$ cat src/design/txd_pkg.sv
// Purpose: shared constants for the transmit descriptor status and context block
// Assumes: 64-bit descriptor words, 16-byte descriptors
// Notes: field positions follow the descriptor layouts
package txd_pkg;
    // context descriptor, second word
    localparam int EXT_BIT = 29;
    localparam int TYPE_LSB = 20;
    localparam int TYPE_W = 4;
    localparam logic [3:0] TYPE_CONTEXT = 4'h0;
    localparam int CMD_LSB = 24;
    localparam int STA_LSB = 32;
    localparam int HDR_LSB = 40;
    localparam int MSS_LSB = 48;
    localparam int TOTAL_PAYLOAD_LENGTH_W = 20;
    localparam int SEG_EN_BIT = 24 + 2;
    // context descriptor, first word
    localparam int IPCS_START_LSB = 0;
    localparam int IPCS_INS_LSB = 8;
    localparam int IPCS_END_LSB = 16;
    localparam int L4_START_LSB = 32;
    localparam int L4_INS_LSB = 40;
    localparam int L4_END_LSB = 48;
    // data descriptor command byte
    localparam int DCMD_EOP = 0;
    localparam int DCMD_RS = 3;
    localparam int DCMD_RPS = 4;
    localparam int DCMD_TAG = 6;
    // status bits
    localparam int ST_DONE = 0;
    localparam int ST_EXCESS = 1;
    localparam int ST_LATE = 2;
    localparam int ST_UNDERRUN = 3;
    // tag control field
    localparam int PRIO_LSB = 13;
    localparam int CANON_BIT = 12;
    localparam int VID_W = 12;
    // collision windows in bytes
    localparam logic [9:0] WIN_SLOW = 10'h040;
    localparam logic [9:0] WIN_GIG = 10'h200;
    // reset values
    localparam logic [7:0] STATUS_RST = 8'h00;
    localparam logic [15:0] VLAN_TYPE_RST = 16'h8100;
endpackage : txd_pkg
$ cat src/design/offload_ctx_store.sv
// Purpose: holds one offload context (two words) loaded by a context descriptor
// Assumes: load is a one-cycle pulse
// Notes: read data come straight from the holding flops
`timescale 1ns/1ps
`default_nettype none
module offload_ctx_store #(
    parameter int W = 64
) (
    input wire logic i_clk,
    input wire logic i_reset,
    input wire logic i_load,
    input wire logic i_keep_seg,
    input wire logic [W-1:0] i_word0,
    input wire logic [W-1:0] i_word1,
    output logic [W-1:0] o_word0,
    output logic [W-1:0] o_word1
);
    logic [W-1:0] w0_ff;
    logic [W-1:0] w1_ff;

    always_ff @(posedge i_clk or posedge i_reset)
    begin
        if (i_reset)
        begin
            w0_ff <= '0;
            w1_ff <= '0;
        end
        else if (i_load)
        begin
            w0_ff <= i_word0;
            // segmentation fields left as they were when segmentation is off
            if (i_keep_seg)
                w1_ff <= {w1_ff[W-1:txd_pkg::HDR_LSB], i_word1[txd_pkg::HDR_LSB-1:txd_pkg::TOTAL_PAYLOAD_LENGTH_W],
                          w1_ff[txd_pkg::TOTAL_PAYLOAD_LENGTH_W-1:0]};
            else
                w1_ff <= i_word1;
        end
    end

    assign o_word0 = w0_ff;
    assign o_word1 = w1_ff;
endmodule : offload_ctx_store
`default_nettype wire

$ cat src/design/tx_descriptor_status_context.sv
// How it works
// underrun sets bit 3; retry unless disabled
// late collision sets bit 2, half duplex
// excess collisions set bit 1, drop packet
// done bit written after processing or sending
// done covers all earlier descriptors too
// tag inserted when global enable and requested
// tag field ignored unless requested on EOP
// tag field splits priority, canonical, identifier
// context descriptor moves no data, loads context
// context kept until next context descriptor
// context means extension 1 and type 0000
// segmentation fields ignored without segmentation enable
// context governs at most two checksums
// software keeps contexts between packets
// legacy or extended context chosen per packet; code reloads it on every data descriptor
// checksum parameters from first context word
// status written back only on report request
// checksum end zero means end of packet
// context word layouts as documented
// reserved status bits written as zero
// Purpose: descriptor decode, status write-back byte, tag insertion and offload context
// Assumes: one descriptor offered per i_desc_valid pulse; MAC events come from same clock
// Notes: descriptors are processed in order so one done flag implies all earlier ones
`timescale 1ns/1ps
`default_nettype none
module tx_descriptor_status_context #(
    parameter bit HAS_UNDERRUN = 1'b1,
    parameter int COLL_W = 8
) (
    input wire logic i_clk,
    input wire logic i_reset,
    input wire logic i_desc_valid,
    input wire logic [63:0] i_desc_word0,
    input wire logic [63:0] i_desc_word1,
    input wire logic i_global_tagging_enable,
    input wire logic [15:0] i_vlan_type,
    input wire logic i_no_retry_on_underrun,
    input wire logic [COLL_W-1:0] i_collision_threshold,
    input wire logic i_full_duplex,
    input wire logic i_gigabit,
    input wire logic i_tx_start,
    input wire logic i_tx_collision,
    input wire logic [15:0] i_tx_byte_count,
    input wire logic i_tx_underrun,
    input wire logic i_tx_sent,
    input wire logic [15:0] i_packet_length,
    output logic o_data_desc,
    output logic o_busy,
    output logic o_wb_valid,
    output logic [7:0] o_wb_status,
    output logic o_retry,
    output logic o_abandon,
    output logic o_tag_insert,
    output logic [15:0] o_tag_type,
    output logic [2:0] o_user_priority,
    output logic o_canonical_form_bit,
    output logic [11:0] o_vlan_id,
    output logic o_use_extended_ctx,
    output logic [7:0] o_ip_sum_start,
    output logic [7:0] o_ip_sum_insert_offset,
    output logic [15:0] o_ip_sum_last,
    output logic [7:0] o_l4_sum_start,
    output logic [7:0] o_l4_sum_insert_offset,
    output logic [15:0] o_l4_sum_last,
    output logic o_segmentation_enable,
    output logic [19:0] o_total_payload_length,
    output logic [7:0] o_prototype_header_length,
    output logic [15:0] o_max_segment_size
);
    typedef enum logic [1:0] {S_IDLE, S_SEND, S_WB} state_t;

    state_t state_ff;
    logic is_ctx;
    logic ext_ff;
    logic [7:0] cmd_ff;
    logic [15:0] tagf_ff;
    logic late_ff;
    logic excess_ff;
    logic under_ff;
    logic [COLL_W-1:0] coll_ff;
    logic [7:0] status_ff;
    logic wb_ff;
    logic retry_ff;
    logic abandon_ff;
    logic [63:0] ctx0;
    logic [63:0] ctx1;
    logic [63:0] legacy0_ff;
    logic [9:0] window;
    logic [7:0] dcmd;
    logic end_pkt;
    logic wants_report;
    logic [7:0] nxt_status;

    // context selection by extension bit and type field
    assign is_ctx = i_desc_word1[txd_pkg::EXT_BIT] &&
        (i_desc_word1[txd_pkg::TYPE_LSB +: txd_pkg::TYPE_W] == txd_pkg::TYPE_CONTEXT);
    assign dcmd = i_desc_word1[txd_pkg::CMD_LSB +: 8];
    assign end_pkt = cmd_ff[txd_pkg::DCMD_EOP];
    assign wants_report = cmd_ff[txd_pkg::DCMD_RS] || cmd_ff[txd_pkg::DCMD_RPS];
    assign window = i_gigabit ? txd_pkg::WIN_GIG : txd_pkg::WIN_SLOW;
    assign o_data_desc = i_desc_valid && !is_ctx && (state_ff == S_IDLE);
    assign o_busy = (state_ff != S_IDLE);

    // context descriptor only loads state, no data is moved
    offload_ctx_store #(
        .W(64)
    ) u_ctx (
        .i_clk(i_clk),
        .i_reset(i_reset),
        .i_load(i_desc_valid && is_ctx && (state_ff == S_IDLE)),
        .i_keep_seg(!i_desc_word1[txd_pkg::SEG_EN_BIT]),
        .i_word0(i_desc_word0),
        .i_word1(i_desc_word1),
        .o_word0(ctx0),
        .o_word1(ctx1)
    );

    // packet sequencing; in-order processing makes one done flag cover earlier ones
    always_ff @(posedge i_clk or posedge i_reset)
    begin
        if (i_reset)
            state_ff <= S_IDLE;
        else
        begin
            case (state_ff)
                S_IDLE:
                    if (i_desc_valid && !is_ctx)
                        state_ff <= S_SEND;
                S_SEND:
                    // report-sent on end of packet waits for the wire or abandon; plain report once processed
                    if (!cmd_ff[txd_pkg::DCMD_RPS] || i_tx_sent || abandon_ff || !end_pkt)
                        state_ff <= S_WB;
                S_WB:
                    state_ff <= S_IDLE;
                default:
                    state_ff <= S_IDLE;
            endcase
        end
    end

    always_ff @(posedge i_clk or posedge i_reset)
    begin
        if (i_reset)
        begin
            cmd_ff <= 8'h00;
            tagf_ff <= 16'h0000;
            ext_ff <= 1'b0;
        end
        else if (state_ff == S_IDLE && i_desc_valid && !is_ctx)
        begin
            cmd_ff <= dcmd;
            tagf_ff <= i_desc_word1[63:48];
            // every data descriptor's extension bit picks legacy or extended context
            if (end_pkt || state_ff == S_IDLE)
                ext_ff <= i_desc_word1[txd_pkg::EXT_BIT];
        end
    end

    // MAC events collected while the packet is in flight
    always_ff @(posedge i_clk or posedge i_reset)
    begin
        if (i_reset)
        begin
            late_ff <= 1'b0;
            excess_ff <= 1'b0;
            under_ff <= 1'b0;
            coll_ff <= '0;
            retry_ff <= 1'b0;
            abandon_ff <= 1'b0;
        end
        else if (state_ff == S_IDLE)
        begin
            late_ff <= 1'b0;
            excess_ff <= 1'b0;
            under_ff <= 1'b0;
            coll_ff <= '0;
            retry_ff <= 1'b0;
            abandon_ff <= 1'b0;
        end
        else
        begin
            retry_ff <= 1'b0;
            if (i_tx_collision && !i_full_duplex)
            begin
                if (i_tx_byte_count >= {6'h00, window})
                    late_ff <= 1'b1;
                if (coll_ff >= i_collision_threshold)
                begin
                    excess_ff <= 1'b1;
                    abandon_ff <= 1'b1;
                end
                else
                    coll_ff <= coll_ff + 1'b1;
            end
            if (i_tx_underrun && HAS_UNDERRUN)
            begin
                under_ff <= 1'b1;
                if (i_no_retry_on_underrun)
                    abandon_ff <= 1'b1;
                else
                    retry_ff <= 1'b1;
            end
        end
    end

    always_comb
    begin
        nxt_status = txd_pkg::STATUS_RST;
        nxt_status[txd_pkg::ST_DONE] = 1'b1;
        nxt_status[txd_pkg::ST_EXCESS] = excess_ff && !i_full_duplex;
        nxt_status[txd_pkg::ST_LATE] = late_ff && !i_full_duplex;
        // reserved bit reads zero without the underrun feature
        nxt_status[txd_pkg::ST_UNDERRUN] = HAS_UNDERRUN ? under_ff : 1'b0;
    end

    // write back only when a report was asked for
    always_ff @(posedge i_clk or posedge i_reset)
    begin
        if (i_reset)
        begin
            status_ff <= txd_pkg::STATUS_RST;
            wb_ff <= 1'b0;
        end
        else
        begin
            wb_ff <= (state_ff == S_WB) && wants_report;
            if (state_ff == S_WB && wants_report)
                status_ff <= nxt_status;
        end
    end

    // keep a legacy checksum word apart from the extended one
    always_ff @(posedge i_clk or posedge i_reset)
    begin
        if (i_reset)
            legacy0_ff <= 64'h0;
        else if (state_ff == S_IDLE && i_desc_valid && !is_ctx && !i_desc_word1[txd_pkg::EXT_BIT])
            legacy0_ff <= i_desc_word0;
    end

    assign o_wb_valid = wb_ff;
    assign o_wb_status = status_ff;
    assign o_retry = retry_ff;
    assign o_abandon = abandon_ff;

    // tag insertion qualified by global enable, request and end of packet
    assign o_tag_insert = (state_ff != S_IDLE) && i_global_tagging_enable &&
        cmd_ff[txd_pkg::DCMD_TAG] && end_pkt;
    assign o_tag_type = i_vlan_type;
    // fields split out of the tag control field
    assign o_user_priority = o_tag_insert ? tagf_ff[15:txd_pkg::PRIO_LSB] : 3'h0;
    assign o_canonical_form_bit = o_tag_insert ? tagf_ff[txd_pkg::CANON_BIT] : 1'b0;
    assign o_vlan_id = o_tag_insert ? tagf_ff[txd_pkg::VID_W-1:0] : 12'h000;

    // both checksums from the first context word
    assign o_use_extended_ctx = ext_ff;
    assign o_ip_sum_start = ctx0[txd_pkg::IPCS_START_LSB +: 8];
    assign o_ip_sum_insert_offset = ctx0[txd_pkg::IPCS_INS_LSB +: 8];
    // zero end offset runs to the last packet byte
    assign o_ip_sum_last = (ctx0[txd_pkg::IPCS_END_LSB +: 16] == 16'h0000) ?
        (i_packet_length - 16'h0001) : ctx0[txd_pkg::IPCS_END_LSB +: 16];
    assign o_l4_sum_start = ctx0[txd_pkg::L4_START_LSB +: 8];
    assign o_l4_sum_insert_offset = ctx0[txd_pkg::L4_INS_LSB +: 8];
    assign o_l4_sum_last = (ctx0[txd_pkg::L4_END_LSB +: 16] == 16'h0000) ?
        (i_packet_length - 16'h0001) : ctx0[txd_pkg::L4_END_LSB +: 16];
    assign o_segmentation_enable = ctx1[txd_pkg::SEG_EN_BIT] && !legacy_sel_unused(legacy0_ff);
    assign o_total_payload_length = ctx1[txd_pkg::TOTAL_PAYLOAD_LENGTH_W-1:0];
    assign o_prototype_header_length = ctx1[txd_pkg::HDR_LSB +: 8];
    assign o_max_segment_size = ctx1[txd_pkg::MSS_LSB +: 16];

    function automatic logic legacy_sel_unused(input logic [63:0] w);
        legacy_sel_unused = 1'b0 & w[0];
    endfunction : legacy_sel_unused
endmodule : tx_descriptor_status_context
`default_nettype wire

$ cat config.mk
export PLATFORM = sky130hd
export DESIGN_NAME = tx_descriptor_status_context
export DESIGN_NICKNAME = d
export VERILOG_FILES = /design/src/design/txd_pkg.sv /design/src/design/offload_ctx_store.sv /design/src/design/tx_descriptor_status_context.sv
export SDC_FILE = /design/constraint.sdc
export NUM_CORES = 1
export LEC_CHECK = 0
export BUFFER_PORTS_ARGS = -buffer_cell sky130_fd_sc_hd__buf_2
export CELL_PAD_IN_SITES_DETAIL_PLACEMENT = 0
export CELL_PAD_IN_SITES_GLOBAL_PLACEMENT = 1
export CORE_ASPECT_RATIO = 1.75
export CORE_MARGIN = 8
export CORE_UTILIZATION = 32
export CTS_BUF_LIST = sky130_fd_sc_hd__clkbuf_2 sky130_fd_sc_hd__clkbuf_4 sky130_fd_sc_hd__clkbuf_8
export DETAILED_ROUTE_END_ITERATION = 10
export PLACE_DENSITY_LB_ADDON = 0.1
export SLEW_MARGIN = 20
export SYNTH_ARGS = -nofsm -noshare
export SYNTH_HDL_FRONTEND = slang
export SYNTH_SLANG_ARGS = --single-unit
$ cat constraint.sdc
create_clock -name i_clk -period 4.55 [get_ports i_clk]
set_input_delay 0.6825 -clock i_clk [delete_from_list [all_inputs] [get_ports i_clk]]
set_output_delay 0.6825 -clock i_clk [all_outputs]
set_load 0.02 [all_outputs]
Yosys cells after proc, flatten, opt, wreduce, memory -nomap -nowiden
Index checks and enable logic that the tools add are counted.
Storage, ports and cells
  register bits: 159
  input port bits: 195
  logic and storage cells: 91
Cells by class
  add/sub/neg operators: 2
  $lt $le $gt $ge: 2
  eq/ne operators: 5
  multiplexer cells: 29
  reduce and logical (&&, ||, !) cells: 38
Operators with widths (number)
  16-bit zero test: 2
  16-bit 2-to-1 mux: 2
  27-bit 2-to-1 mux: 1
  8-bit 2-to-1 mux: 3
  1-bit 2-to-1 mux: 17
  16-bit by 10-bit greater-or-equal comparator with 1-bit output: 1
  16-bit by 1-bit subtractor with 16-bit output (second input constant): 1
  1-bit logical AND: 14
  12-bit 2-to-1 mux: 1
  2-bit AND reduction: 6
  10-bit 2-to-1 mux: 1
  2-bit nonzero test: 5
  8-bit by 1-bit adder with 8-bit output (second input constant): 1
  8-bit greater-or-equal comparator: 1
  1-bit logical OR: 5
  1-bit zero test: 4
  4-bit zero test: 1
  2-bit 2-to-1 mux: 2
  2-bit != test (second input constant): 2
  2-bit one-hot mux with 2 select lines: 1
  3-bit 2-to-1 mux: 1
  2-bit by 1-bit == test with 1-bit output (second input constant): 1
  2-bit == test (second input constant): 1
  2-bit zero test: 1
  2-bit by 1-bit != test with 1-bit output (second input constant): 1

Longest topological paths before layout
  depth after elaboration: 6
  gate-level depth with buffers: 8
  mapped depth without buffers: 7

By module
From an unflattened synthesis, not the netlist that was laid out.
Unflattened totals
  cell total of the unflattened synthesis: 586
  area total of the unflattened synthesis: 7729.9 µm²
Modules (own cells, without submodules)
  offload_ctx_store: instances 1, cells an instance 272, area each 4767.1 µm², sequential area each 3203.1 µm²
  tx_descriptor_status_context: instances 1, cells an instance 314, area each 2962.8 µm², sequential area each 1026.0 µm²

Worst setup path after synthesis
Ideal clock, no wire load.
  path type: input port to output port
  from: input i_packet_length[0]
  to: output o_ip_sum_last[12]
  arrival time: 2.046 ns
  required time: 3.868 ns
  path slack: 1.822 ns
  cell stages on the path: 7
  buffers on the path: 0
  path through: inv_1 > ha_1 > nor4b_2 > nand3_1 > nor3_1 > xnor2_1 > o21bai_1
Between the ends
  cells in the longest elaborated chain, start to end: 2
Ends and longest elaborated chain
  start, declared: line tx_descriptor_status_context.sv:47  | input wire logic [15:0] i_packet_length,
  16-bit by 1-bit subtractor with 16-bit output: line tx_descriptor_status_context.sv:262  | (i_packet_length - 16'h0001) : ctx0[txd_pkg::IPCS_END_LSB +: 16];
  16-bit 2-to-1 mux: line tx_descriptor_status_context.sv:261  | assign o_ip_sum_last = (ctx0[txd_pkg::IPCS_END_LSB +: 16] == 16'h0000) ?
  end, declared: line tx_descriptor_status_context.sv:62  | output logic [15:0] o_ip_sum_last,
No other way between the ends.

Worst setup path after layout
  from: register u_ctx.w0_ff[60] (netlist: u_ctx.o_word0[60])
  to: output o_l4_sum_last[13]
Between the ends
  cells in the longest elaborated chain, start to end: 2
Ends and longest elaborated chain
  start, declared: line offload_ctx_store.sv:18  | logic [W-1:0] w0_ff;
  start signal, assigned: line offload_ctx_store.sv:30  | w0_ff <= i_word0;
  16-bit zero test: line tx_descriptor_status_context.sv:265  | assign o_l4_sum_last = (ctx0[txd_pkg::L4_END_LSB +: 16] == 16'h0000) ?
  16-bit 2-to-1 mux: line tx_descriptor_status_context.sv:265
  end, declared: line tx_descriptor_status_context.sv:65  | output logic [15:0] o_l4_sum_last,
No other way between the ends.

==> results.rst <==
.. list-table::
   :header-rows: 1

   * - Metric
     - Value
   * - Area of the mapped netlist
     - 7060 sq um
   * - Proportion of layout cells with a drive suffix above 1
     - 0.573
   * - Max-slew violation count
     - 0
   * - Number of gates resized after CTS
     - 0
   * - Leading area contributor after synthesis
     - dfrtp_1
   * - Register bit total from synthesis
     - 150
   * - WL final
     - 20.9 mm
   * - Cell types with the largest area share after synthesis
     - dfrtp_1, mux2_2, buf_4
   * - Remaining antenna violation count
     - 0
   * - Most frequent cell after synthesis
     - dfrtp_1
   * - Number of buffers inserted to repair setup after CTS
     - 0
   * - Vias in the first global route
     - 5707
   * - Transition time at the pin with the least slew margin
     - 1.02 ns
   * - Fmax achieved
     - 299 MHz
   * - Post-Synthesis Cells
     - 561
   * - DRC violation count after routing
     - 0
   * - Launch point of the critical path
     - u_ctx.o_word0[60]$_DFFE_PP0P_
   * - Ordered list of cells on the worst path
     - nor4_1 -> nand4_1 -> o21bai_1 -> buf_2
   * - Fraction of synthesized cell area taken by the top area cell type
     - 0.532
   * - Leakage Power
     - 4.74 nW
   * - Max IR drop VDD
     - 0.000237 V
   * - Chip Height
     - 213 um
   * - Number of hold buffers added after cts
     - 0
   * - Met3 Resource Use GR
     - 0.0650
   * - Final count of hold timing violations
     - 0
   * - TritonCTS clock tree
     - done
   * - Maximum number of buffers from clock root to sink
     - 2
   * - Number of buffers created by CTS
     - 17
   * - Post-synth ARST share
     - 1.00
   * - Final total power
     - 4.67 mW
   * - Number of clock sinks
     - 150
   * - Clock root buffer
     - clkbuf_8
   * - Total congestion overflow after global routing
     - 0
   * - Most common library cells after synthesis
     - dfrtp_1, mux2_2, buf_4, o21bai_1, inv_1
   * - Peak fanout along the critical path
     - 16
   * - Die footprint
     - 27300 sq um
   * - CP top delay family
     - simple AND/OR/NAND/NOR gates
   * - Effective utilization at floorplan
     - 0.323
   * - Highest-delay cell along the critical path
     - nand4_1
   * - Register area
     - 3750 sq um
   * - Num ports
     - 351
   * - MaxCap Viol Count
     - 0
   * - Unrepaired setup endpoints after global routing
     - false
   * - Tmin final
     - 3.34 ns
   * - H-Tree Depth
     - 4
   * - Final critical-path share of the clock period
     - 0.735
   * - Slowest cell delay on critical path
     - 0.71 ns
   * - Sum Neg Setup Slack
     - 0 ns
   * - Met1 layer usage reported by global route
     - 0.144
   * - Weighted congestion at the end of routability-driven global placement
     - 0.858
   * - CP Capture Type
     - primary output
   * - Number of detailed-route iterations in the first pass
     - 4
   * - Vias
     - 5162
   * - Detail-routed via count per cell
     - 4.57
   * - DP HPWL
     - 16.6 mm
   * - Startpoint-to-endpoint class of the critical path
     - reg2out
   * - Routed wire length per instance
     - 18.5 um
   * - Total global-route track usage
     - 0.153
   * - Synth Area per Inst
     - 12.6 sq um
   * - Antenna violations before repair
     - 4
   * - Sequential element share of the synthesized area
     - 0.532
   * - Number of nets in the finished design
     - 1028
   * - Clock edge transition at the registers on the reported setup and hold paths
     - 0.09 ns
   * - Global-route wire length before repair
     - 31.7 mm
   * - Class of the tightest hold or removal check
     - in2async
   * - Number of different library cells in the post-synthesis netlist
     - 42
   * - Area inside the core boundary
     - 21900 sq um
   * - Flip-flop cell with the highest count after synthesis
     - dfrtp_1
   * - Worst slew margin relative to its limit
     - 0.312
   * - Data arrival time of the critical path
     - 2.66 ns
   * - Area of the multi-input gates
     - 2780 sq um
   * - Worst reg2reg path startpoint
     - state_ff[0]$_DFFE_PP0P_
   * - Count of synthesis-stage warnings from yosys
     - 0
   * - Iteration-0 DRC Markers
     - 183
   * - Power Dens Cells
     - 520 nW/um^2
   * - Chip width
     - 128 um
   * - Required time of the critical path
     - 3.87 ns
   * - Fillers
     - 2212
   * - Worst clock skew
     - 0.0107 ns
   * - Met2 GRT Util
     - 0.281
   * - Pin count of the biggest net entering global routing
     - 112
   * - Run status
     - completed
   * - Setup violations, final
     - 0
   * - Clock latency reported for the late side of the worst-skew pair
     - 0.45 ns
   * - GRT busiest layer
     - met2
   * - Growth of design area from synthesis to finish
     - 27.2%
   * - Count of input and output buffers
     - 303
   * - CP Buf/Inv Count
     - 1
   * - Crit start category
     - register
   * - Number of enable flip-flop cells after synthesis
     - 0
   * - Row cnt
     - 72
-- kinds of logic (layout without fill, tap and decap cells) --
group,count (synthesis),in the layout,synth area share
buf+inv,92,360,0.0794
compound gates,62,62,0.0624
xor+xnor,14,14,0.0174
flops,150,150,0.532
fa+ha+maj,12,12,0.0213
mux,130,130,0.207
simple gates,100,100,0.0804
other cells,1,6,0.000531
-- layout by cell type (no fill, tap or decap), drive strengths merged, types with 3 or more instances in the layout --
cell / netlist / final
buf: 66 / 308
dfrtp: 150 / 150
mux2: 129 / 129
o21bai: 32 / 32
inv: 22 / 23
clkbuf: 4 / 18
and2: 17 / 17
nand2: 14 / 14
nor2: 14 / 14
ha: 12 / 12
a21oi: 11 / 11
nor4: 11 / 11
nand3: 10 / 10
o21ai: 10 / 10
nor3: 9 / 9
xnor2: 7 / 7
xor2: 7 / 7
or3: 6 / 6
clkinvlp: 0 / 5
nand2b: 5 / 5
conb: 1 / 4
bufinv: 0 / 4
nand4: 3 / 3
and3: 3 / 3
-- worst paths after layout --
kind / endpoint / slack, ns / cells past startpoint
max: o_l4_sum_last[13] / 1.21 / 4
min: u_ctx.o_word1[6]$_DFFE_PP0P_ / 0.40 / 2
max reg2reg: u_ctx.o_word0[40]$_DFFE_PP0P_ / 1.91 / 5
min reg2reg: o_wb_status[1]$_DFFE_PP0P_ / 0.48 / 2
max in group asynchronous: u_ctx.o_word0[33]$_DFFE_PP0P_ / 3.09 / 3
min in group i_clk: o_retry$_DFF_PP0_ / 0.41 / 2
-- flip-flops by register name (all words and copies together) (netlist names), 2 cells and up --
signal / flops
u_ctx.o_word1: 45
state_ff: 2
u_ctx.o_word0: 64
o_wb_status: 4
cmd_ff: 4
coll_ff: 8
tagf_ff: 16
-- power breakdown --
part	switching (mW)	total, mW	internal [mW]
registers	0.214	1.92	1.71
logic	0.952	1.64	0.685
clock network	0.505	1.11	0.607
total	1.67	4.67	3.00
-- layer usage --
| layer | routed length (um) | part of all wire |
|---|---|---|
| met4 | 382 | 0.018 |
| met2 | 11600 | 0.56 |
| met3 | 2060 | 0.099 |
| met1 | 6810 | 0.33 |
| met5 | 35 | 0.0017 |
-- area by class of cell --
class                           instances  area share
Tap cell                              296      0.0412
Inverter                               22     0.00961
Antenna cell                            2    0.000557
Clock inverter                         12      0.0198
Clock buffer                           18      0.0276
Sequential cell                       150       0.418
Timing Repair Buffer                  308       0.174
Multi-Input combinational cell        322       0.309
-- through the flow --
step	hold WS [ns]	utilization	instances	setup WS [ns]	instance area, sq um
2_1_floorplan	0.439	-	564	1.82	7080
3_3_place_gp	0.452	0.390	1098	1.62	8550
3_5_place_dp	0.464	0.390	1098	1.61	8550
4_1_cts	0.364	0.410	1128	1.19	8970
5_1_grt	0.371	0.410	1129	1.05	8980
6_report	0.403	0.410	1130	1.21	8980
Power figures use the tool's default switching activity.
